**config.mk**
```make
export PLATFORM = sky130hd
export DESIGN_NAME = dmb_core_move
export DESIGN_NICKNAME = d
export VERILOG_FILES = /design/src/dmb_pkg.sv /design/src/dmb_core_move.sv /design/src/dmb_cond.sv /design/src/dmb_timing.sv
export SDC_FILE = /design/constraint.sdc
export NUM_CORES = 1
export LEC_CHECK = 0
export ABC_CLOCK_PERIOD_IN_PS = 4580
export BUFFER_PORTS_ARGS = -buffer_cell sky130_fd_sc_hd__buf_2
export CAP_MARGIN = 20
export CORE_MARGIN = 2
export CORE_UTILIZATION = 45
export CTS_BUF_LIST = sky130_fd_sc_hd__clkbuf_4 sky130_fd_sc_hd__clkbuf_8
export DETAILED_ROUTE_END_ITERATION = 12
export PLACE_DENSITY = 0.77
export SKIP_LAST_GASP = 1
export SYNTH_ARGS = -nofsm -noshare
export SYNTH_HDL_FRONTEND = slang
export SYNTH_HIERARCHICAL = 1
export SYNTH_SLANG_ARGS = --single-unit
```
**constraint.sdc**
```tcl
create_clock -name mclk -period 4.58 [get_ports mclk]
set_input_delay 0.916 -clock mclk [delete_from_list [all_inputs] [get_ports mclk]]
set_output_delay 0.916 -clock mclk [all_outputs]
set_load 0.02 [all_outputs]
```
**src/dmb_pkg.sv**
```systemverilog
// Package: instruction forms, lengths and clock counts for the move/branch decoder
// Assumes: users run on mclk with a synchronous active-low reset
// Function
// - Register, indirect-to-register and register-to-indirect moves: 2 bytes, 3 clocks.
// - Offset-indirect moves: 3 bytes (8-bit) or 4 bytes (16-bit), 5 clocks.
// - Auto-increment indirect moves: 2 bytes, 4 clocks, pointer advanced after access.
// - Indirect-to-indirect move increments both pointers: 2 bytes, 6 clocks.
// - Register/direct and direct/indirect moves: 3 bytes, 4 clocks.
// - Immediate to register: 3 clocks, 3 or 4 bytes by data size.
// - Immediate to indirect: 3, 4 auto-increment, 5 offset clocks; 3 to 6 bytes.
// - Immediate to direct: 3 clocks, 4 or 5 bytes by data size.
// - Direct-to-direct move: 4 bytes, 4 clocks.
// - Register to or from user stack pointer only in system mode; 2 bytes, 3 clocks.
// - Code read uses segment select and source pointer, then increments; 2 bytes, 4 clocks.
// - Accumulator code reads add data pointer or program counter; 2 bytes, 6 clocks.
// - Sign-extended 4-bit immediate to register or indirect: 2 bytes, 3 or 4 clocks.
// - Sign-extended to direct 3 bytes 3 clocks; offset forms 3/4 bytes, 5 clocks.
// - External data moves via pointer register: 2 bytes, 6 clocks.
// - Push or pop direct operand on current stack: 3 bytes, 5 clocks.
// - User-stack push or pop of direct operand always uses user stack; 3 bytes, 5 clocks.
// - Register-list push and pop, either stack, are 2 bytes.
// - Exchange: registers 5 clocks 2 bytes; indirect 6/2; direct 6/3.
// - Carry and zero short branches: 2 bytes, 6 clocks taken, 3 not.
// - Unsigned-greater and signed compare branches: 2 bytes, rel8, 6 or 3 clocks.
// - XOR immediate to direct 4 clocks 4/5 bytes; offset form 6 clocks 4-6 bytes.
// - Register-list push costs 3 clocks per register.
// - Register-list pop costs 4 clocks, plus 2 per further register.
package dmb_pkg;
  localparam int DMB_LEN_W   = 3;
  localparam int DMB_CLK_W   = 6;
  localparam int DMB_RLIST_W = 4;
  localparam int DMB_WORD_W  = 16;
  localparam int DMB_SEG_W   = 8;

  // Base instruction lengths in bytes
  localparam logic [DMB_LEN_W-1:0] DMB_LEN_2 = 3'h2;
  localparam logic [DMB_LEN_W-1:0] DMB_LEN_3 = 3'h3;
  localparam logic [DMB_LEN_W-1:0] DMB_LEN_4 = 3'h4;

  // Execution times in clocks
  localparam logic [DMB_CLK_W-1:0] DMB_CLK_MOVE      = 6'h03;
  localparam logic [DMB_CLK_W-1:0] DMB_CLK_AUTOINC   = 6'h04;
  localparam logic [DMB_CLK_W-1:0] DMB_CLK_OFFSET    = 6'h05;
  localparam logic [DMB_CLK_W-1:0] DMB_CLK_IND_IND   = 6'h06;
  localparam logic [DMB_CLK_W-1:0] DMB_CLK_DIRECT    = 6'h04;
  localparam logic [DMB_CLK_W-1:0] DMB_CLK_IMM       = 6'h03;
  localparam logic [DMB_CLK_W-1:0] DMB_CLK_CODE_ACC  = 6'h06;
  localparam logic [DMB_CLK_W-1:0] DMB_CLK_EXT       = 6'h06;
  localparam logic [DMB_CLK_W-1:0] DMB_CLK_STACK_DIR = 6'h05;
  localparam logic [DMB_CLK_W-1:0] DMB_CLK_XCH_REG   = 6'h05;
  localparam logic [DMB_CLK_W-1:0] DMB_CLK_XCH_MEM   = 6'h06;
  localparam logic [DMB_CLK_W-1:0] DMB_CLK_BR_TAKEN  = 6'h06;
  localparam logic [DMB_CLK_W-1:0] DMB_CLK_BR_NOT    = 6'h03;
  localparam logic [DMB_CLK_W-1:0] DMB_CLK_XOR_DIR   = 6'h04;
  localparam logic [DMB_CLK_W-1:0] DMB_CLK_XOR_OFF   = 6'h06;
  localparam logic [DMB_CLK_W-1:0] DMB_CLK_PUSH_EACH = 6'h03;
  localparam logic [DMB_CLK_W-1:0] DMB_CLK_POP_FIRST = 6'h04;
  localparam logic [DMB_CLK_W-1:0] DMB_CLK_POP_NEXT  = 6'h02;

  typedef enum logic [5:0] {
    F_REG_REG, F_REG_IND, F_OFFSET, F_AUTOINC, F_IND_IND, F_DIRECT,
    F_IMM_REG, F_IMM_IND, F_IMM_AUTOINC, F_IMM_OFFSET, F_IMM_DIRECT,
    F_DIR_DIR, F_USER_STACK_POINTER_MOVE, F_CODE_MEMORY_READ,
    F_CODE_READ_DATA_POINTER_ACC, F_CODE_READ_PC_ACC,
    F_SEXT_REG, F_SEXT_IND, F_SEXT_AUTOINC, F_SEXT_DIRECT, F_SEXT_OFFSET,
    F_EXTERNAL_DATA_MOVE, F_PUSH_DIR, F_POP_DIR,
    F_USER_STACK_PUSH_DIR, F_USER_STACK_POP_DIR,
    F_PUSH_LIST, F_POP_LIST, F_USER_STACK_PUSH_LIST, F_USER_STACK_POP_LIST,
    F_EXCHANGE_REG, F_EXCHANGE_IND, F_EXCHANGE_DIR,
    F_BRANCH_CARRY_CLEAR, F_BRANCH_CARRY_SET, F_BRANCH_ZERO_SET,
    F_BRANCH_ZERO_CLEAR, F_BRANCH_UNSIGNED_GREATER,
    F_BRANCH_SIGNED_GREATER_EQUAL, F_BRANCH_SIGNED_GREATER,
    F_XOR_DIRECT, F_XOR_OFFSET
  } dmb_form_t;

  typedef enum logic {ST_IDLE, ST_EXEC} dmb_state_t;
endpackage

```
**src/dmb_core_move.sv**
```systemverilog
// Move/branch execution sequencer: takes one decoded form, runs it for its
// clock count and raises pointer, stack and address side effects.
// Assumes: the decoder issues one form at a time and holds operands with it
`timescale 1ns/10ps
`default_nettype none
module dmb_core_move
  import dmb_pkg::*;
(
  input  wire logic                   mclk,
  input  wire logic                   resetn,
  input  wire logic                   issue_valid,
  output logic                        issue_ready,
  input  wire dmb_form_t              issue_form,
  input  wire logic                   issue_wide,
  input  wire logic                   issue_long_offset,
  input  wire logic                   issue_to_mem,
  input  wire logic [DMB_RLIST_W-1:0] reg_count,
  input  wire logic                   system_mode,
  input  wire logic                   flag_c,
  input  wire logic                   flag_z,
  input  wire logic                   flag_n,
  input  wire logic                   flag_v,
  input  wire logic [DMB_SEG_W-1:0]   segment_select,
  input  wire logic [DMB_WORD_W-1:0]  src_ptr,
  input  wire logic [DMB_WORD_W-1:0]  acc_value,
  input  wire logic [DMB_WORD_W-1:0]  data_pointer,
  input  wire logic [DMB_WORD_W-1:0]  pc_value,
  input  wire logic [7:0]             rel_offset,
  input  wire logic [3:0]             imm4,
  output logic                        busy,
  output logic                        done,
  output logic [DMB_LEN_W-1:0]        instr_bytes,
  output logic [DMB_CLK_W-1:0]        exec_clocks,
  output logic                        ptr_src_inc,
  output logic                        ptr_dst_inc,
  output logic                        use_user_stack,
  output logic                        code_fetch,
  output logic                        ext_data,
  output logic                        priv_fault,
  output logic                        branch_taken,
  output logic [DMB_WORD_W-1:0]       branch_target,
  output logic [DMB_SEG_W+DMB_WORD_W-1:0] code_addr,
  output logic [DMB_WORD_W-1:0]       sext_value
);
  dmb_state_t                       state_reg;
  logic [DMB_CLK_W-1:0]             count_reg;
  logic [DMB_LEN_W-1:0]             bytes_reg;
  logic [DMB_CLK_W-1:0]             clocks_reg;
  logic                             inc_src_reg;
  logic                             inc_dst_reg;
  logic                             user_stack_reg;
  logic                             code_fetch_reg;
  logic                             ext_data_reg;
  logic                             fault_reg;
  logic                             taken_reg;
  logic [DMB_WORD_W-1:0]            target_reg;
  logic [DMB_SEG_W+DMB_WORD_W-1:0]  code_addr_reg;
  logic [DMB_WORD_W-1:0]            sext_reg;
  logic                             accept;
  logic                             fault;
  logic                             go;
  logic                             cond_taken;
  logic [DMB_LEN_W-1:0]             tab_bytes;
  logic [DMB_CLK_W-1:0]             tab_clocks;
  logic                             is_stack_form;
  logic                             is_user_form;

  // Condition flags resolve taken or not before the clock count is chosen
  dmb_cond u_cond (
    .form   (issue_form),
    .flag_c (flag_c),
    .flag_z (flag_z),
    .flag_n (flag_n),
    .flag_v (flag_v),
    .taken  (cond_taken)
  );

  // Table lookup of length and execution time for the issued form
  dmb_timing u_timing (
    .form      (issue_form),
    .wide      (issue_wide),
    .long_off  (issue_long_offset),
    .reg_count (reg_count),
    .taken     (cond_taken),
    .bytes     (tab_bytes),
    .clocks    (tab_clocks)
  );

  // Issue handshake; a refused privileged form never enters execution
  assign issue_ready = (state_reg == ST_IDLE);
  assign accept      = issue_valid && issue_ready;
  assign fault       = (issue_form == F_USER_STACK_POINTER_MOVE) && !system_mode;
  assign go          = accept && !fault;
  assign done        = (state_reg == ST_EXEC) && (count_reg == '0);
  assign busy        = (state_reg == ST_EXEC);

  // Stack forms, and which of them are pinned to the user stack
  always_comb begin
    is_stack_form = 1'b0;
    is_user_form  = 1'b0;
    case (issue_form)
      F_PUSH_DIR, F_POP_DIR, F_PUSH_LIST, F_POP_LIST: is_stack_form = 1'b1;
      F_USER_STACK_PUSH_DIR, F_USER_STACK_POP_DIR,
      F_USER_STACK_PUSH_LIST, F_USER_STACK_POP_LIST: begin
        is_stack_form = 1'b1;
        is_user_form  = 1'b1;
      end
      default: is_stack_form = 1'b0;
    endcase
  end

  // Sequencer: count runs from clocks-1 down to zero, done on zero
  always_ff @(posedge mclk) begin
    if (!resetn) begin
      state_reg <= ST_IDLE;
      count_reg <= '0;
    end else begin
      case (state_reg)
        ST_IDLE: begin
          if (go) begin
            state_reg <= ST_EXEC;
            count_reg <= tab_clocks - DMB_CLK_W'(1);
          end
        end
        ST_EXEC: begin
          if (count_reg == '0) begin
            state_reg <= ST_IDLE;
          end else begin
            count_reg <= count_reg - DMB_CLK_W'(1);
          end
        end
        default: state_reg <= ST_IDLE;
      endcase
    end
  end

  // Length and time of the form in flight, held for the whole execution
  always_ff @(posedge mclk) begin
    if (!resetn) begin
      bytes_reg  <= '0;
      clocks_reg <= '0;
      taken_reg  <= 1'b0;
    end else if (go) begin
      bytes_reg  <= tab_bytes;
      clocks_reg <= tab_clocks;
      taken_reg  <= cond_taken;
    end
  end

  // Pointer advance only after the access, so the old pointer addresses it
  always_ff @(posedge mclk) begin
    if (!resetn) begin
      inc_src_reg <= 1'b0;
      inc_dst_reg <= 1'b0;
    end else if (go) begin
      case (issue_form)
        F_AUTOINC: begin
          inc_src_reg <= !issue_to_mem;
          inc_dst_reg <= issue_to_mem;
        end
        F_IND_IND: begin
          inc_src_reg <= 1'b1;
          inc_dst_reg <= 1'b1;
        end
        F_CODE_MEMORY_READ: begin
          inc_src_reg <= 1'b1;
          inc_dst_reg <= 1'b0;
        end
        F_IMM_AUTOINC, F_SEXT_AUTOINC: begin
          inc_src_reg <= 1'b0;
          inc_dst_reg <= 1'b1;
        end
        default: begin
          inc_src_reg <= 1'b0;
          inc_dst_reg <= 1'b0;
        end
      endcase
    end
  end
  assign ptr_src_inc = done && inc_src_reg;
  assign ptr_dst_inc = done && inc_dst_reg;

  // Stack and memory-space selection for the form in flight
  always_ff @(posedge mclk) begin
    if (!resetn) begin
      user_stack_reg <= 1'b0;
      code_fetch_reg <= 1'b0;
      ext_data_reg   <= 1'b0;
    end else if (go) begin
      user_stack_reg <= is_user_form || (is_stack_form && !system_mode);
      code_fetch_reg <= (issue_form == F_CODE_MEMORY_READ) ||
                        (issue_form == F_CODE_READ_DATA_POINTER_ACC) ||
                        (issue_form == F_CODE_READ_PC_ACC);
      ext_data_reg   <= (issue_form == F_EXTERNAL_DATA_MOVE);
    end
  end

  // Code-memory address; accumulator forms wrap within 64K
  always_ff @(posedge mclk) begin
    if (!resetn) begin
      code_addr_reg <= '0;
    end else if (go) begin
      if (issue_form == F_CODE_MEMORY_READ) begin
        code_addr_reg <= {segment_select, src_ptr};
      end else if (issue_form == F_CODE_READ_DATA_POINTER_ACC) begin
        code_addr_reg <= {8'h00, acc_value + data_pointer};
      end else if (issue_form == F_CODE_READ_PC_ACC) begin
        code_addr_reg <= {8'h00, acc_value + pc_value};
      end
    end
  end

  // Sign-extended immediate, byte operations keep the upper byte clear
  always_ff @(posedge mclk) begin
    if (!resetn) begin
      sext_reg <= '0;
    end else if (go) begin
      if (issue_wide) begin
        sext_reg <= {{12{imm4[3]}}, imm4};
      end else begin
        sext_reg <= {8'h00, {4{imm4[3]}}, imm4};
      end
    end
  end

  // Branch target from the signed 8-bit relative offset
  always_ff @(posedge mclk) begin
    if (!resetn) begin
      target_reg <= '0;
    end else if (go) begin
      target_reg <= pc_value + {{8{rel_offset[7]}}, rel_offset};
    end
  end

  // Privilege fault is a one-cycle report of a refused issue
  always_ff @(posedge mclk) begin
    if (!resetn) begin
      fault_reg <= 1'b0;
    end else begin
      fault_reg <= accept && fault;
    end
  end

  assign instr_bytes    = bytes_reg;
  assign exec_clocks    = clocks_reg;
  assign use_user_stack = user_stack_reg;
  assign code_fetch     = code_fetch_reg;
  assign ext_data       = ext_data_reg;
  assign priv_fault     = fault_reg;
  assign branch_taken   = taken_reg;
  assign branch_target  = target_reg;
  assign code_addr      = code_addr_reg;
  assign sext_value     = sext_reg;
endmodule
`default_nettype wire

```
**src/dmb_cond.sv**
```systemverilog
// Branch condition evaluator for the short conditional branches
// Assumes: flags are stable in the cycle the branch is issued
`timescale 1ns/10ps
`default_nettype none
module dmb_cond
  import dmb_pkg::*;
(
  input  wire dmb_form_t form,
  input  wire logic      flag_c,
  input  wire logic      flag_z,
  input  wire logic      flag_n,
  input  wire logic      flag_v,
  output logic           taken
);
  // Non-branch forms report not taken
  always_comb begin
    case (form)
      F_BRANCH_CARRY_CLEAR:          taken = !flag_c;
      F_BRANCH_CARRY_SET:            taken = flag_c;
      F_BRANCH_ZERO_SET:             taken = flag_z;
      F_BRANCH_ZERO_CLEAR:           taken = !flag_z;
      F_BRANCH_UNSIGNED_GREATER:     taken = !flag_c && !flag_z;
      F_BRANCH_SIGNED_GREATER_EQUAL: taken = (flag_n == flag_v);
      F_BRANCH_SIGNED_GREATER:       taken = (flag_n == flag_v) && !flag_z;
      default:                       taken = 1'b0;
    endcase
  end
endmodule
`default_nettype wire

```
**src/dmb_timing.sv**
```systemverilog
// Length and execution-time table for the data move and branch forms
// Assumes: purely combinational; the caller registers the results
`timescale 1ns/10ps
`default_nettype none
module dmb_timing
  import dmb_pkg::*;
(
  input  wire dmb_form_t              form,
  input  wire logic                   wide,
  input  wire logic                   long_off,
  input  wire logic [DMB_RLIST_W-1:0] reg_count,
  input  wire logic                   taken,
  output logic [DMB_LEN_W-1:0]        bytes,
  output logic [DMB_CLK_W-1:0]        clocks
);
  logic [DMB_CLK_W-1:0] n;
  logic [DMB_LEN_W-1:0] ew;
  logic [DMB_LEN_W-1:0] el;

  // An empty register list is costed as one register
  always_comb begin
    n      = (reg_count == '0) ? DMB_CLK_W'(1) : DMB_CLK_W'(reg_count);
    ew     = DMB_LEN_W'(wide);
    el     = DMB_LEN_W'(long_off);
    bytes  = DMB_LEN_2;
    clocks = DMB_CLK_MOVE;
    case (form)
      F_REG_REG, F_REG_IND, F_USER_STACK_POINTER_MOVE: clocks = DMB_CLK_MOVE;
      F_OFFSET: begin
        bytes  = DMB_LEN_3 + el;
        clocks = DMB_CLK_OFFSET;
      end
      F_AUTOINC, F_CODE_MEMORY_READ: clocks = DMB_CLK_AUTOINC;
      F_IND_IND: clocks = DMB_CLK_IND_IND;
      F_DIRECT: begin
        bytes  = DMB_LEN_3;
        clocks = DMB_CLK_DIRECT;
      end
      F_IMM_REG, F_IMM_IND: begin
        bytes  = DMB_LEN_3 + ew;
        clocks = DMB_CLK_IMM;
      end
      F_IMM_AUTOINC: begin
        bytes  = DMB_LEN_3 + ew;
        clocks = DMB_CLK_AUTOINC;
      end
      F_IMM_OFFSET: begin
        bytes  = DMB_LEN_4 + ew + el;
        clocks = DMB_CLK_OFFSET;
      end
      F_IMM_DIRECT: begin
        bytes  = DMB_LEN_4 + ew;
        clocks = DMB_CLK_IMM;
      end
      F_DIR_DIR: begin
        bytes  = DMB_LEN_4;
        clocks = DMB_CLK_DIRECT;
      end
      F_CODE_READ_DATA_POINTER_ACC, F_CODE_READ_PC_ACC: clocks = DMB_CLK_CODE_ACC;
      F_SEXT_REG, F_SEXT_IND: clocks = DMB_CLK_IMM;
      F_SEXT_AUTOINC: clocks = DMB_CLK_AUTOINC;
      F_SEXT_DIRECT: begin
        bytes  = DMB_LEN_3;
        clocks = DMB_CLK_IMM;
      end
      F_SEXT_OFFSET: begin
        bytes  = DMB_LEN_3 + el;
        clocks = DMB_CLK_OFFSET;
      end
      F_EXTERNAL_DATA_MOVE: clocks = DMB_CLK_EXT;
      F_PUSH_DIR, F_POP_DIR, F_USER_STACK_PUSH_DIR, F_USER_STACK_POP_DIR: begin
        bytes  = DMB_LEN_3;
        clocks = DMB_CLK_STACK_DIR;
      end
      F_PUSH_LIST, F_USER_STACK_PUSH_LIST: clocks = n * DMB_CLK_PUSH_EACH;
      F_POP_LIST, F_USER_STACK_POP_LIST: begin
        clocks = DMB_CLK_POP_FIRST + (n - DMB_CLK_W'(1)) * DMB_CLK_POP_NEXT;
      end
      F_EXCHANGE_REG: clocks = DMB_CLK_XCH_REG;
      F_EXCHANGE_IND: clocks = DMB_CLK_XCH_MEM;
      F_EXCHANGE_DIR: begin
        bytes  = DMB_LEN_3;
        clocks = DMB_CLK_XCH_MEM;
      end
      F_XOR_DIRECT: begin
        bytes  = DMB_LEN_4 + ew;
        clocks = DMB_CLK_XOR_DIR;
      end
      F_XOR_OFFSET: begin
        bytes  = DMB_LEN_4 + ew + el;
        clocks = DMB_CLK_XOR_OFF;
      end
      default: begin
        bytes  = DMB_LEN_2;
        clocks = taken ? DMB_CLK_BR_TAKEN : DMB_CLK_BR_NOT;
      end
    endcase
  end
endmodule
`default_nettype wire

```
### Word-level counts from Yosys, hierarchy flattened

Cells that the tools add are included.

* flip-flop bits (word level): 79
* bits of input ports: 105
* logic and storage cells: 129

* add/subtract/negate cells: 11
* multipliers: 1
* eq/ne operators: 44
* mux-type cells: 19
* bitwise logic cells: 1
* reductions and logical operators: 39

Operators with widths (number)
* == test 6 x 5 -> 1 bit, second input constant: 16
* 2-to-1 mux 24 bit: 3
* == test 6 bit, second input constant: 10
* adder 16 bit: 3
* == test 6 x 4 -> 1 bit, second input constant: 8
* case mux 6 bit (6 select lines): 1
* == test 6 x 3 -> 1 bit, second input constant: 4
* OR reduction 7 bit: 3
* case mux 3 bit (6 select lines): 1
* 2-to-1 mux 16 bit: 1
* OR reduction 8 bit: 2
* == test 6 x 2 -> 1 bit, second input constant: 2
* zero test 6 bit: 2
* 2-to-1 mux 6 bit: 2
* case mux 6 bit (2 select lines): 1
* OR reduction 2 bit: 6
* subtractor 6 x 1 -> 6 bit, second input constant: 2
* logical AND 1 bit: 10
* OR reduction 9 bit: 1
* case mux 1 bit (7 select lines): 1
* adder 2 x 1 -> 3 bit, first input constant: 2
* adder 3 x 6 -> 6 bit, first input constant: 1
* == test 6 x 1 -> 1 bit, second input constant: 1
* multiplier 6 x 2 -> 6 bit, second input constant: 1
* 18 further kinds: 31

### Logic depth before layout (Yosys ltp)

Gate-level depths: netlist (run 1).

* word-level depth: 8
* depth in mapped cells: 18
* depth with buffers taken out: 18

### Cells and area by module

Netlist (run 1), hierarchy kept.

By module, submodules not included
* dmb_core_move: times used 1, cells each 587, area an instance 4642.0 sq um, sequential area each 1361.3 sq um
* dmb_timing: times used 1, cells each 156, area an instance 1021.0 sq um, sequential area each 0.0 sq um
* dmb_cond: times used 1, cells each 13, area an instance 88.8 sq um, sequential area each 0.0 sq um

### Least setup slack after synthesis (run 1)

OpenSTA, ideal clock, no wires.

* path type: input to register
* start: in issue_form[5]
* end: reg code_addr_reg[14] (netlist: code_addr[14])
* library setup time: 0.122 ns
* arrival time: 3.633 ns
* slack: 0.824 ns
* cell stages on the path: 13
* path buffers: 1
* cell sequence: and4bb_4 -> nand3b_2 -> buf_2 -> mux2_2 -> ha_1 -> fa_1 -> a21oi_1 -> o22a_2 -> and2_1 -> nor3_1 -> a2111oi_2 -> mux2i_1 -> o21ai_0

* cells in the longest elaborated chain, start to end: 5
* elaborated cells between the ends (all ways): 11
* classes of those cells: eq/ne (4); mux (2); reduce/logical (5)

RTL lines
* from (decl): RTL line dmb_core_move.sv:13 `input wire dmb_form_t issue_form,`
* == test 6 x 4 -> 1 bit: RTL line dmb_core_move.sv:92 `assign fault = (issue_form == F_USER_STACK_POINTER_MOVE) && !system_mode;`
* logical AND 1 bit: RTL line dmb_core_move.sv:92
* zero test 1 bit: RTL line dmb_core_move.sv:93 `assign go = accept && !fault;`
* logical AND 1 bit: RTL line dmb_core_move.sv:93
* AND reduction 2 bit (no line)
* to (signal assigned): RTL line dmb_core_move.sv:204 `code_addr_reg <= {segment_select, src_ptr};`
* to (signal assigned): RTL line dmb_core_move.sv:206 `code_addr_reg <= {8'h00, acc_value + data_pointer};`
* to (signal assigned): RTL line dmb_core_move.sv:208 `code_addr_reg <= {8'h00, acc_value + pc_value};`
* to (decl): RTL line dmb_core_move.sv:57 `logic [DMB_SEG_W+DMB_WORD_W-1:0] code_addr_reg;`

Several ways; a longest one is shown, not always the timed one.
A chain may end at the register's enable or synchronous reset.

### Worst setup path after layout (run 1)

* start: in reg_count[2]
* end: reg count_reg[3]

* cells in the longest elaborated chain, start to end: 8
* elaborated cells between the ends (all ways): 9
* classes of those cells: add/sub (3); mul (1); mux (4); reduce/logical (1)

RTL lines
* from (decl): RTL line dmb_core_move.sv:17 `input wire logic [DMB_RLIST_W-1:0] reg_count,`
* zero test 4 bit: RTL line dmb_timing.sv:22 `n = (reg_count == '0) ? DMB_CLK_W'(1) : DMB_CLK_W'(reg_count);`
* 2-to-1 mux 4 bit (*): RTL line dmb_timing.sv:22
* branches (longest 2 deep; another with multiplier 6 x 2 -> 6 bit)
* case mux 6 bit (6 select lines) (*): RTL line dmb_timing.sv:27 `case (form)`
* named net tab_clocks[2]: RTL line dmb_core_move.sv:64 `logic [DMB_CLK_W-1:0] tab_clocks;`
* subtractor 6 x 1 -> 6 bit (*): RTL line dmb_core_move.sv:122 `count_reg <= tab_clocks - DMB_CLK_W'(1);`
* 2-to-1 mux 6 bit (*): RTL line dmb_core_move.sv:120 `if (go) begin`
* case mux 6 bit (2 select lines) (*): RTL line dmb_core_move.sv:118 `case (state_reg)`
* to (signal assigned): RTL line dmb_core_move.sv:122
* to (signal assigned): RTL line dmb_core_move.sv:129 `count_reg <= count_reg - DMB_CLK_W'(1);`
* to (decl): RTL line dmb_core_move.sv:46 `logic [DMB_CLK_W-1:0] count_reg;`

Mark *: on every way through the listed nets, which the timed path passes. The select of a mux whose other input is x is not followed.

==> summary.md, run 1 <==
| Metric | Value |
|---|---|
| Routing usage on met1 | `0.316` |
| Final hold viol count | `0` |
| Worst-path clk slew | `90 ps` |
| Clk_skew | `14.9 ps` |
| First-pass GRT wire length | `27,300 um` |
| RSZ-0062 raised after global routing | `false` |
| Cell variety after synth | `83` |
| Initial antenna violation count | `0` |
| Crit path capture type | `register` |
| Normalized max-slew margin | `0.267` |
| CTS buffer count | `9` |
| Most Crowded Layer GR | `met2` |
| Crit-path slowest cell | `o21ai_0` |
| IO Pins | `180` |
| CTS sink cnt | `68` |
| Async SR Flop Fraction | `0` |
| Final setup viols | `0` |
| Worst Setup Path Type | `in -> reg` |
| Die H | `117 um` |
| Number of global-route vias before repair | `5,640` |
| Router iterations before antenna repair | `5` |
| Routed Wire Length | `17,200 um` |
| Full die area | `13,700 um2` |
| IO Port Bufs | `179` |
| DRC Markers | `0` |
| CP startpoint kind | `input pin` |
| Post-CTS Hold Fix Bufs | `0` |
| Met2 Use GR | `0.428` |
| Worst Path Arrival | `4000 ps` |
| Internal | `0.00120 W` |
| Die Span X | `117 um` |
| Syn nets | `906` |
| Rows | `41` |
| Pin count of the biggest net entering global routing | `61` |
| Static leakage | `3.11 nW` |
| Worst-margin pin slew | `1090 ps` |
| Primary FF master, synth | `dfxtp_1` |
| DRT antenna net count | `0` |
| Initial cell density of the core | `0.458` |
| Area delta synth->final | `19.8%` |
| Number of synthesized flops with an enable pin | `0` |
| Final Slew Violations | `0` |
| HP Class | `reg -> reg` |
| Max FFs per register | `24` |
| Max-cap violations | `0` |
| Routed vias | `6,135` |
| WP data required | `4790 ps` |
| Nets | `1,051` |
| Psw | `0.000645 W` |
| Clock latency on the worst-skew pair | `360 ps` |
| Fillers | `1,223` |
| Synth warn | `6` |
| Sw frac | `0.349` |
| Clock power frac | `0.316` |
| CTS tree | `yes` |
| CP peak stage delay | `420 ps` |
| Clock buffer depth | `2` |
| Routed WL per cell | `16.0 um` |
| Sequential share of power | `0.350` |
| WHS | `447 ps` |
| Post-synthesis sequential area ratio | `0.237` |
| Violation count after the first detailed-route iteration | `337` |
| Fraction of layout cells with a size suffix above 1 | `0.265` |
| Post-CTS sizing | `0` |
| H-tree depth | `3` |
| Setup TNS | `0 ps` |
| Met3 GRT Util | `0.0458` |
| GPL Wtd Cong | `0.959` |
| Post-route clock period utilization | `0.826` |
| Via density | `5.69` |
| N_diodes | `0` |
| GR Util All Layers | `0.252` |
| Final Critical Period | `3780 ps` |
| Number of post-CTS setup repair buffers | `0` |
| Seq cells post-synth | `68` |
| Cells after Synth | `756` |
| Mapped cell area | `5750 um2` |
| Run status | `complete, no violations` |
| Detailed Place HPWL | `13,100 um` |
| Top delay family on crit path | `compound AO/OA/AOI/OAI gates` |
| Crit path max fanout | `7` |
| CTS root buf | `clkbuf_8` |
| Max Fclk | `264 MHz` |
| Syn avg cell area | `7.61 um2` |
| Power Dens Cells | `268 nW/um2` |
| Number of buffers and inverters on the critical path | `4` |
| Logic gate share of total power | `0.334` |
| Global route overflow | `0` |
| Worst vdd ir | `0.000177 V` |
| Critical path, cell by cell | `buf_2 > inv_1 > ha_1 > nor2b_1 > nor2_1 > inv_1 > ha_1 > inv_1 > fa_1 > nor2_1 > a31oi_1 > o221ai_1 > nor3_1 > o21ai_0 > mux2i_1 > a21oi_1 > nor2_1` |
| Core Box Area | `12,600 um2` |
==> metal layers <==
| layer | up-vias | wire length, um |
|---|---|---|
| met2 | 244 | 8280 |
| met5 | - | 0 |
| li1 | 3026 | - |
| met4 | 0 | 467 |
| met3 | 34 | 1210 |
| met1 | 2831 | 7250 |
==> power by group through the flow <==
| stage | logic [W] | clock network (W) | registers, W |
|---|---|---|---|
| floorplan | 0.000405 | 0 | 0.000690 |
| global placement | 0.000606 | 0 | 0.000659 |
| detailed placement | 0.000608 | 0 | 0.000660 |
| CTS | 0.000613 | 0.000594 | 0.000647 |
| global route | 0.000682 | 0.000622 | 0.000651 |
| finish | 0.000616 | 0.000583 | 0.000646 |
==> worst min-delay path, cell delays in order, from the launching register on <==
cell and delay (ps):
dfxtp_1 310, nand3_1 60, nand2_1 40
==> synth_stat cells (all sizes together) (3+ instances only) <==
library cell  count  share of area
a2111oi           8          0.017
a211o             3         0.0046
a211oi            7          0.010
a21boi            3         0.0039
a21o             11          0.014
a21oi            79          0.069
a221oi            3         0.0046
a22oi             9          0.012
a311oi            4         0.0061
a31oi             8          0.011
a41oi             3         0.0046
and2              6         0.0065
and3              7         0.0076
buf              39          0.039
clkbuf           18          0.012
dfxtp            68           0.24
fa                3          0.010
ha               42          0.091
inv              21          0.014
mux2             15          0.029
mux2i            12          0.021
nand2            91          0.059
nand2b           15          0.016
nand3            32          0.029
nand3b            6         0.0085
nand4             6         0.0065
nand4b            5         0.0076
nor2             64          0.042
nor2b            15          0.017
nor3             17          0.017
nor3b             3         0.0039
nor4              5         0.0054
o211ai            6         0.0078
o21a              5         0.0065
o21ai            42          0.037
o21bai            4         0.0052
o221ai            8          0.012
or3               6         0.0065
xnor2            14          0.021
xor2             11          0.017
==> layout make-up <==
cell class,instances,area (um2),area share
clock inverters,5,82.6,0.0120
clock buffers,11,145,0.0211
well taps,172,215,0.0312
flip-flops and latches,68,1360,0.198
inverters,22,82.6,0.0120
repair buffers,191,986,0.143
multi-input cells,609,4020,0.583
==> through the flow <==
step           setup WS, ps  instance area, um2  cells  total power (W)   util
2_1_floorplan           824                5750    756          0.00110      -
3_3_place_gp            525                6660   1062          0.00126  0.530
3_5_place_dp            436                6660   1062          0.00127  0.530
4_1_cts                 817                6890   1078          0.00185  0.548
5_1_grt                 381                6890   1078          0.00196  0.548
6_report                797                6890   1078          0.00185  0.548
==> layout by cell type, fill, tap and decap left out, types with 6 or more instances in the layout <==
master / instances
xnor2_1: 14
o211ai_1: 6
nand2b_1: 15
nand3_1: 31
o21ai_0: 35
nor2b_1: 14
a211oi_1: 6
buf_2: 179
nand2_1: 91
a22oi_1: 9
dfxtp_1: 68
mux2_2: 15
o21ai_1: 6
ha_1: 42
buf_4: 12
nand4_1: 6
nor3_1: 15
and2_1: 6
a21oi_1: 77
and3_1: 7
a21o_1: 11
a31oi_1: 7
xor2_1: 11
mux2i_1: 12
o221ai_1: 8
clkbuf_8: 10
or3_1: 6
inv_1: 20
nor2_1: 63
==> final timing paths <==
| path | startpoint | end | slack (ps) | cells past startpoint |
|---|---|---|---|---|
| worst max-delay path | reg_count[2] | count_reg[3] | 800 | 17 |
| worst min-delay path | code_addr[9] | code_addr[9] | 450 | 2 |
| worst min register to register | code_addr[9] | code_addr[9] | 450 | 2 |
| worst max register to register | busy | code_addr[7] | 2280 | 6 |
==> cell families (layout without fill, tap and decap cells) <==
kind of cell	Yosys count	after routing	synth area share
and+or+nand+nor	290	290	0.252
buffers and inverters	79	229	0.0655
AOI/OAI and AO/OA	222	222	0.256
adders and majority gates	45	45	0.102
muxes	27	27	0.0503
xor gates and xnor gates	25	25	0.0381
DFF	68	68	0.237
Power figures use the tool's default switching activity.
==> inputs of run 2 (changes only) <==
--- a/config.mk
+++ b/config.mk
@@ -5,14 +5,15 @@
 export SDC_FILE = /design/constraint.sdc
 export NUM_CORES = 1
 export LEC_CHECK = 0
-export ABC_CLOCK_PERIOD_IN_PS = 4580
+export ABC_AREA = 1
+export ABC_CLOCK_PERIOD_IN_PS = 3100
 export BUFFER_PORTS_ARGS = -buffer_cell sky130_fd_sc_hd__buf_2
 export CAP_MARGIN = 20
 export CORE_MARGIN = 2
 export CORE_UTILIZATION = 45
 export CTS_BUF_LIST = sky130_fd_sc_hd__clkbuf_4 sky130_fd_sc_hd__clkbuf_8
 export DETAILED_ROUTE_END_ITERATION = 12
-export PLACE_DENSITY = 0.77
+export PLACE_DENSITY = 0.79
 export SKIP_LAST_GASP = 1
 export SYNTH_ARGS = -nofsm -noshare
 export SYNTH_HDL_FRONTEND = slang
==> constraint.sdc (replaced) <==
create_clock -name mclk -period 3.1 [get_ports mclk]
set_input_delay 0.62 -clock mclk [delete_from_list [all_inputs] [get_ports mclk]]
set_output_delay 0.62 -clock mclk [all_outputs]
set_load 0.02 [all_outputs]
==> run 2 against run 1 <==
Compared with the run above: sequential share of layout area decreased by 0.86 points; die area increased by 2.1%; non-clock buffer count increased by 15; utilization increased by 2.0 points; critical path type unchanged; largest power group is now combinational cells.
==> summary.md, run 2 <==
| Metric | Value |
|---|---|
| RSZ-0062 raised after global routing | `false (unchanged)` |
| DRC Markers | `0 (unchanged)` |
| Crit-path slowest cell | `fa_1 (was o21ai_0)` |
| Worst reg2reg setup slack | `1130 ps (was 2280 ps)` |
| Core Box Area | `12,700 um2 (was 12,600 um2)` |
| CTS tree | `yes (unchanged)` |
| CP peak stage delay | `480 ps (was 420 ps)` |
| H-tree depth | `3 (unchanged)` |
| HP Class | `reg -> reg (unchanged)` |
| Reg2Reg Depth | `7 (was 6)` |
| GPL Wtd Cong | `0.959 (about the same)` |
| Routed WL per cell | `13.3 um (was 16.0 um)` |
| Nets | `1,272 (was 1,051)` |
| Synth top area share | `0.232 (was 0.237)` |
| Worst-margin pin slew | `568 ps (was 1090 ps)` |
| Number of global-route vias before repair | `6,192 (was 5,640)` |
| Worst-path clk slew | `90 ps (about the same)` |
| IO Port Bufs | `179 (unchanged)` |
| Commonest cells after routing, fill and taps aside | `nand2_1 (250), buf_2 (179), nor2_1 (121), inv_1 (109), nand3_1 (71) (was buf_2 (179), nand2_1 (91), a21oi_1 (77), dfxtp_1 (68), nor2_1 (63))` |
| Crit path launch | `reg_count[2] (unchanged)` |
| GR Util All Layers | `0.248 (was 0.252)` |
| RR Startpoint | `busy (unchanged)` |
| Router iterations before antenna repair | `5 (unchanged)` |
| Reg2reg end | `code_addr[0] (was code_addr[7])` |
| Final Slew Violations | `0 (unchanged)` |
| Die H | `118 um (was 117 um)` |
| CTS buffer count | `9 (unchanged)` |
| Worst Setup Path Type | `in -> reg (unchanged)` |
| Via density | `4.99 (was 5.69)` |
| IO Pins | `180 (unchanged)` |
| Synth area leaders | `dfxtp_1 (23%), nand2_1 (16%), ha_1 (8.9%), nor2_1 (7.7%), inv_1 (7.0%) (was dfxtp_1 (24%), ha_1 (9.1%), a21oi_1 (6.8%), nand2_1 (5.9%), nor2_1 (4.1%))` |
| Worst Path Arrival | `3050 ps (was 4000 ps)` |
| Full die area | `14,000 um2 (was 13,700 um2)` |
| CTS sink cnt | `68 (unchanged)` |
| Run status | `complete, no violations (unchanged)` |
| Cell count after placement | `1,283 (was 1,062)` |
| Setup TNS | `0 ps (unchanged)` |
| Final hold viol count | `0 (unchanged)` |
| CTS root buf | `clkbuf_8 (unchanged)` |
| Fin util | `0.569 (was 0.548)` |
| Mapped cell area | `5880 um2 (was 5750 um2)` |
| Routed vias | `6,479 (was 6,135)` |
| Clock buffer depth | `2 (unchanged)` |
| Rows | `41 (unchanged)` |
| N_diodes | `0 (unchanged)` |
| DP Area | `7000 um2 (was 6660 um2)` |
| Critical path, cell by cell | `buf_2 > inv_1 > ha_1 > inv_1 > o21ai_1 > ha_1 > inv_1 > fa_1 > o22ai_1 > nor2_1 > nand2_1 > nand2_1 > and2_1 > and2_1 > nand4_1 > nand2_1 > nand2_1 > o21ai_0 > inv_1 (was buf_2 > inv_1 > ha_1 > nor2b_1 > nor2_1 > inv_1 > ha_1 > inv_1 > fa_1 > nor2_1 > a31oi_1 > o221ai_1 > nor3_1 > o21ai_0 > mux2i_1 > a21oi_1 > nor2_1)` |
| Normalized max-slew margin | `0.619 (was 0.267)` |
| First-pass GRT wire length | `28,500 um (was 27,300 um)` |
| Crit path capture | `count_reg[5] (was count_reg[3])` |
| Syn avg cell area | `6.27 um2 (was 7.61 um2)` |
| Seq cells post-synth | `68 (unchanged)` |
| Syn nets | `1,088 (was 906)` |
| Max FFs per register | `24 (unchanged)` |
| Max-cap violations | `0 (unchanged)` |
| Post-CTS sizing | `0 (unchanged)` |
| Area delta synth->final | `22.6% (was 19.8%)` |
| Cell variety after synth | `44 (was 83)` |
| Max Fclk | `360 MHz` |
| Pin count of the biggest net entering global routing | `35 (was 61)` |
| Routed Wire Length | `17,200 um (about the same)` |
| Static leakage | `3.99 nW (was 3.11 nW)` |
| Async SR Flop Fraction | `0 (unchanged)` |
| Worst vdd ir | `0.000397 V (was 0.000177 V)` |
| Clk_skew | `9.96 ps (was 14.9 ps)` |
| Die Span X | `118 um (was 117 um)` |
| Global route overflow | `0 (unchanged)` |
| Violation count after the first detailed-route iteration | `378 (was 337)` |
| Final Critical Period | `2780 ps` |
| Crit path max fanout | `4 (was 7)` |
| Clock latency on the worst-skew pair | `370 ps (was 360 ps)` |
| CP startpoint kind | `input pin (unchanged)` |
| Post-synthesis sequential area ratio | `0.232 (was 0.237)` |
| Number of post-CTS setup repair buffers | `0 (unchanged)` |
| Worst path depth | `19 (was 17)` |
| WP data required | `3380 ps (was 4790 ps)` |
| DRT antenna net count | `0 (unchanged)` |
| WHS | `465 ps (was 447 ps)` |
| Detailed Place HPWL | `13,700 um (was 13,100 um)` |
| Post-route clock period utilization | `0.895` |
| Primary FF master, synth | `dfxtp_1 (unchanged)` |
| Number of synthesized flops with an enable pin | `0 (unchanged)` |
| Initial cell density of the core | `0.464 (was 0.458)` |
| Post-CTS Hold Fix Bufs | `0 (unchanged)` |
| Power Dens Cells | `386 nW/um2 (was 268 nW/um2)` |
| Top delay family on crit path | `adder cells (was compound AO/OA/AOI/OAI gates)` |
| Post-synth top area cell | `dfxtp_1 (unchanged)` |
| Fraction of layout cells with a size suffix above 1 | `0.247 (was 0.265)` |
| Initial antenna violation count | `0 (unchanged)` |
| Number of buffers and inverters on the critical path | `5 (was 4)` |
| Post-route cell area | `7200 um2 (was 6890 um2)` |
| Top cells by count, synth | `nand2_1 (250), nor2_1 (121), inv_1 (109) (was nand2_1 (91), a21oi_1 (78), dfxtp_1 (68))` |
| Crit path capture type | `register (unchanged)` |
| Most common cell after layout, fill and taps aside | `nand2_1 (was buf_2)` |
| Most common cell in the netlist | `nand2_1 (unchanged)` |
| Synth warn | `6 (unchanged)` |
| Cells after Synth | `938 (was 756)` |
| Final cell count without fillers | `1,299 (was 1,078)` |
| Final setup viols | `0 (unchanged)` |
run 2: changes by cell type in the layout (fill, tap and decap cells not counted), moves of 11 or more:
cell / before / now
a21oi_1: 77 / 59
nand2b_1: 15 / 0
o21ai_0: 35 / 47
buf_4: 12 / 26
nand3_1: 31 / 71
inv_1: 20 / 109
nor2_1: 63 / 121
mux2i_1: 12 / 1
nand2_1: 91 / 250
nor2b_1: 14 / 0
run 2: stage by stage:
step / power (W) / setup slack (ps)
2_1_floorplan: 0.00168 / 75.3
3_3_place_gp: 0.00198 / 9.77
3_5_place_dp: 0.00199 / -57.5
4_1_cts: 0.00280 / 352
5_1_grt: 0.00298 / 38.1
6_report: 0.00278 / 324
run 2: final cells by class:
cell class	count	area (um2)
multi-input cells	717	3850
clock inverters	7	82.6
clock buffers	9	124
fillers	1301	5470
well taps	172	215
flip-flops and latches	68	1360
repair buffers	206	1110
inverters	120	455
run 2: where the power goes:
part	internal [W]	switching [W]	total [W]
Combinational	0.000383	0.000618	0.00100
Clock	0.000385	0.000409	0.000794
Sequential	0.000941	0.0000438	0.000985
run 2: kinds of logic (layout without fill, tap and decap cells):
family / Yosys count / in the layout / synth area share
DFF: 68 / 68 / 0.232
xor gates and xnor gates: 19 / 19 / 0.0283
adders and majority gates: 45 / 45 / 0.0996
muxes: 15 / 15 / 0.0285
and+or+nand+nor: 501 / 501 / 0.370
AOI/OAI and AO/OA: 137 / 137 / 0.130
buffers and inverters: 153 / 342 / 0.113
run 2: per-layer routing:
layer,track usage,wire length [um]
met1,0.320,7780
met2,0.400,7810
met3,0.0613,1300
met5,0,0
met4,0.0866,333
run 2: how the worst min path moves through the flow:
stage,slack (ps),depth (start not counted),start,endpoint
finish,460,2,code_addr[23],code_addr[23]
global route,480,2,code_addr[15],code_addr[15]
CTS,470,2,code_addr[16],code_addr[16]
detailed placement,450,2,code_addr[16],code_addr[16]
global placement,450,2,code_addr[19],code_addr[19]
floorplan,440,2,inc_dst_reg,inc_dst_reg
run 2: tightest hold or removal path, stage by stage (launching register included):
cell and delay (ps):
dfxtp_1 310, nand2_1 60, a21oi_1 50
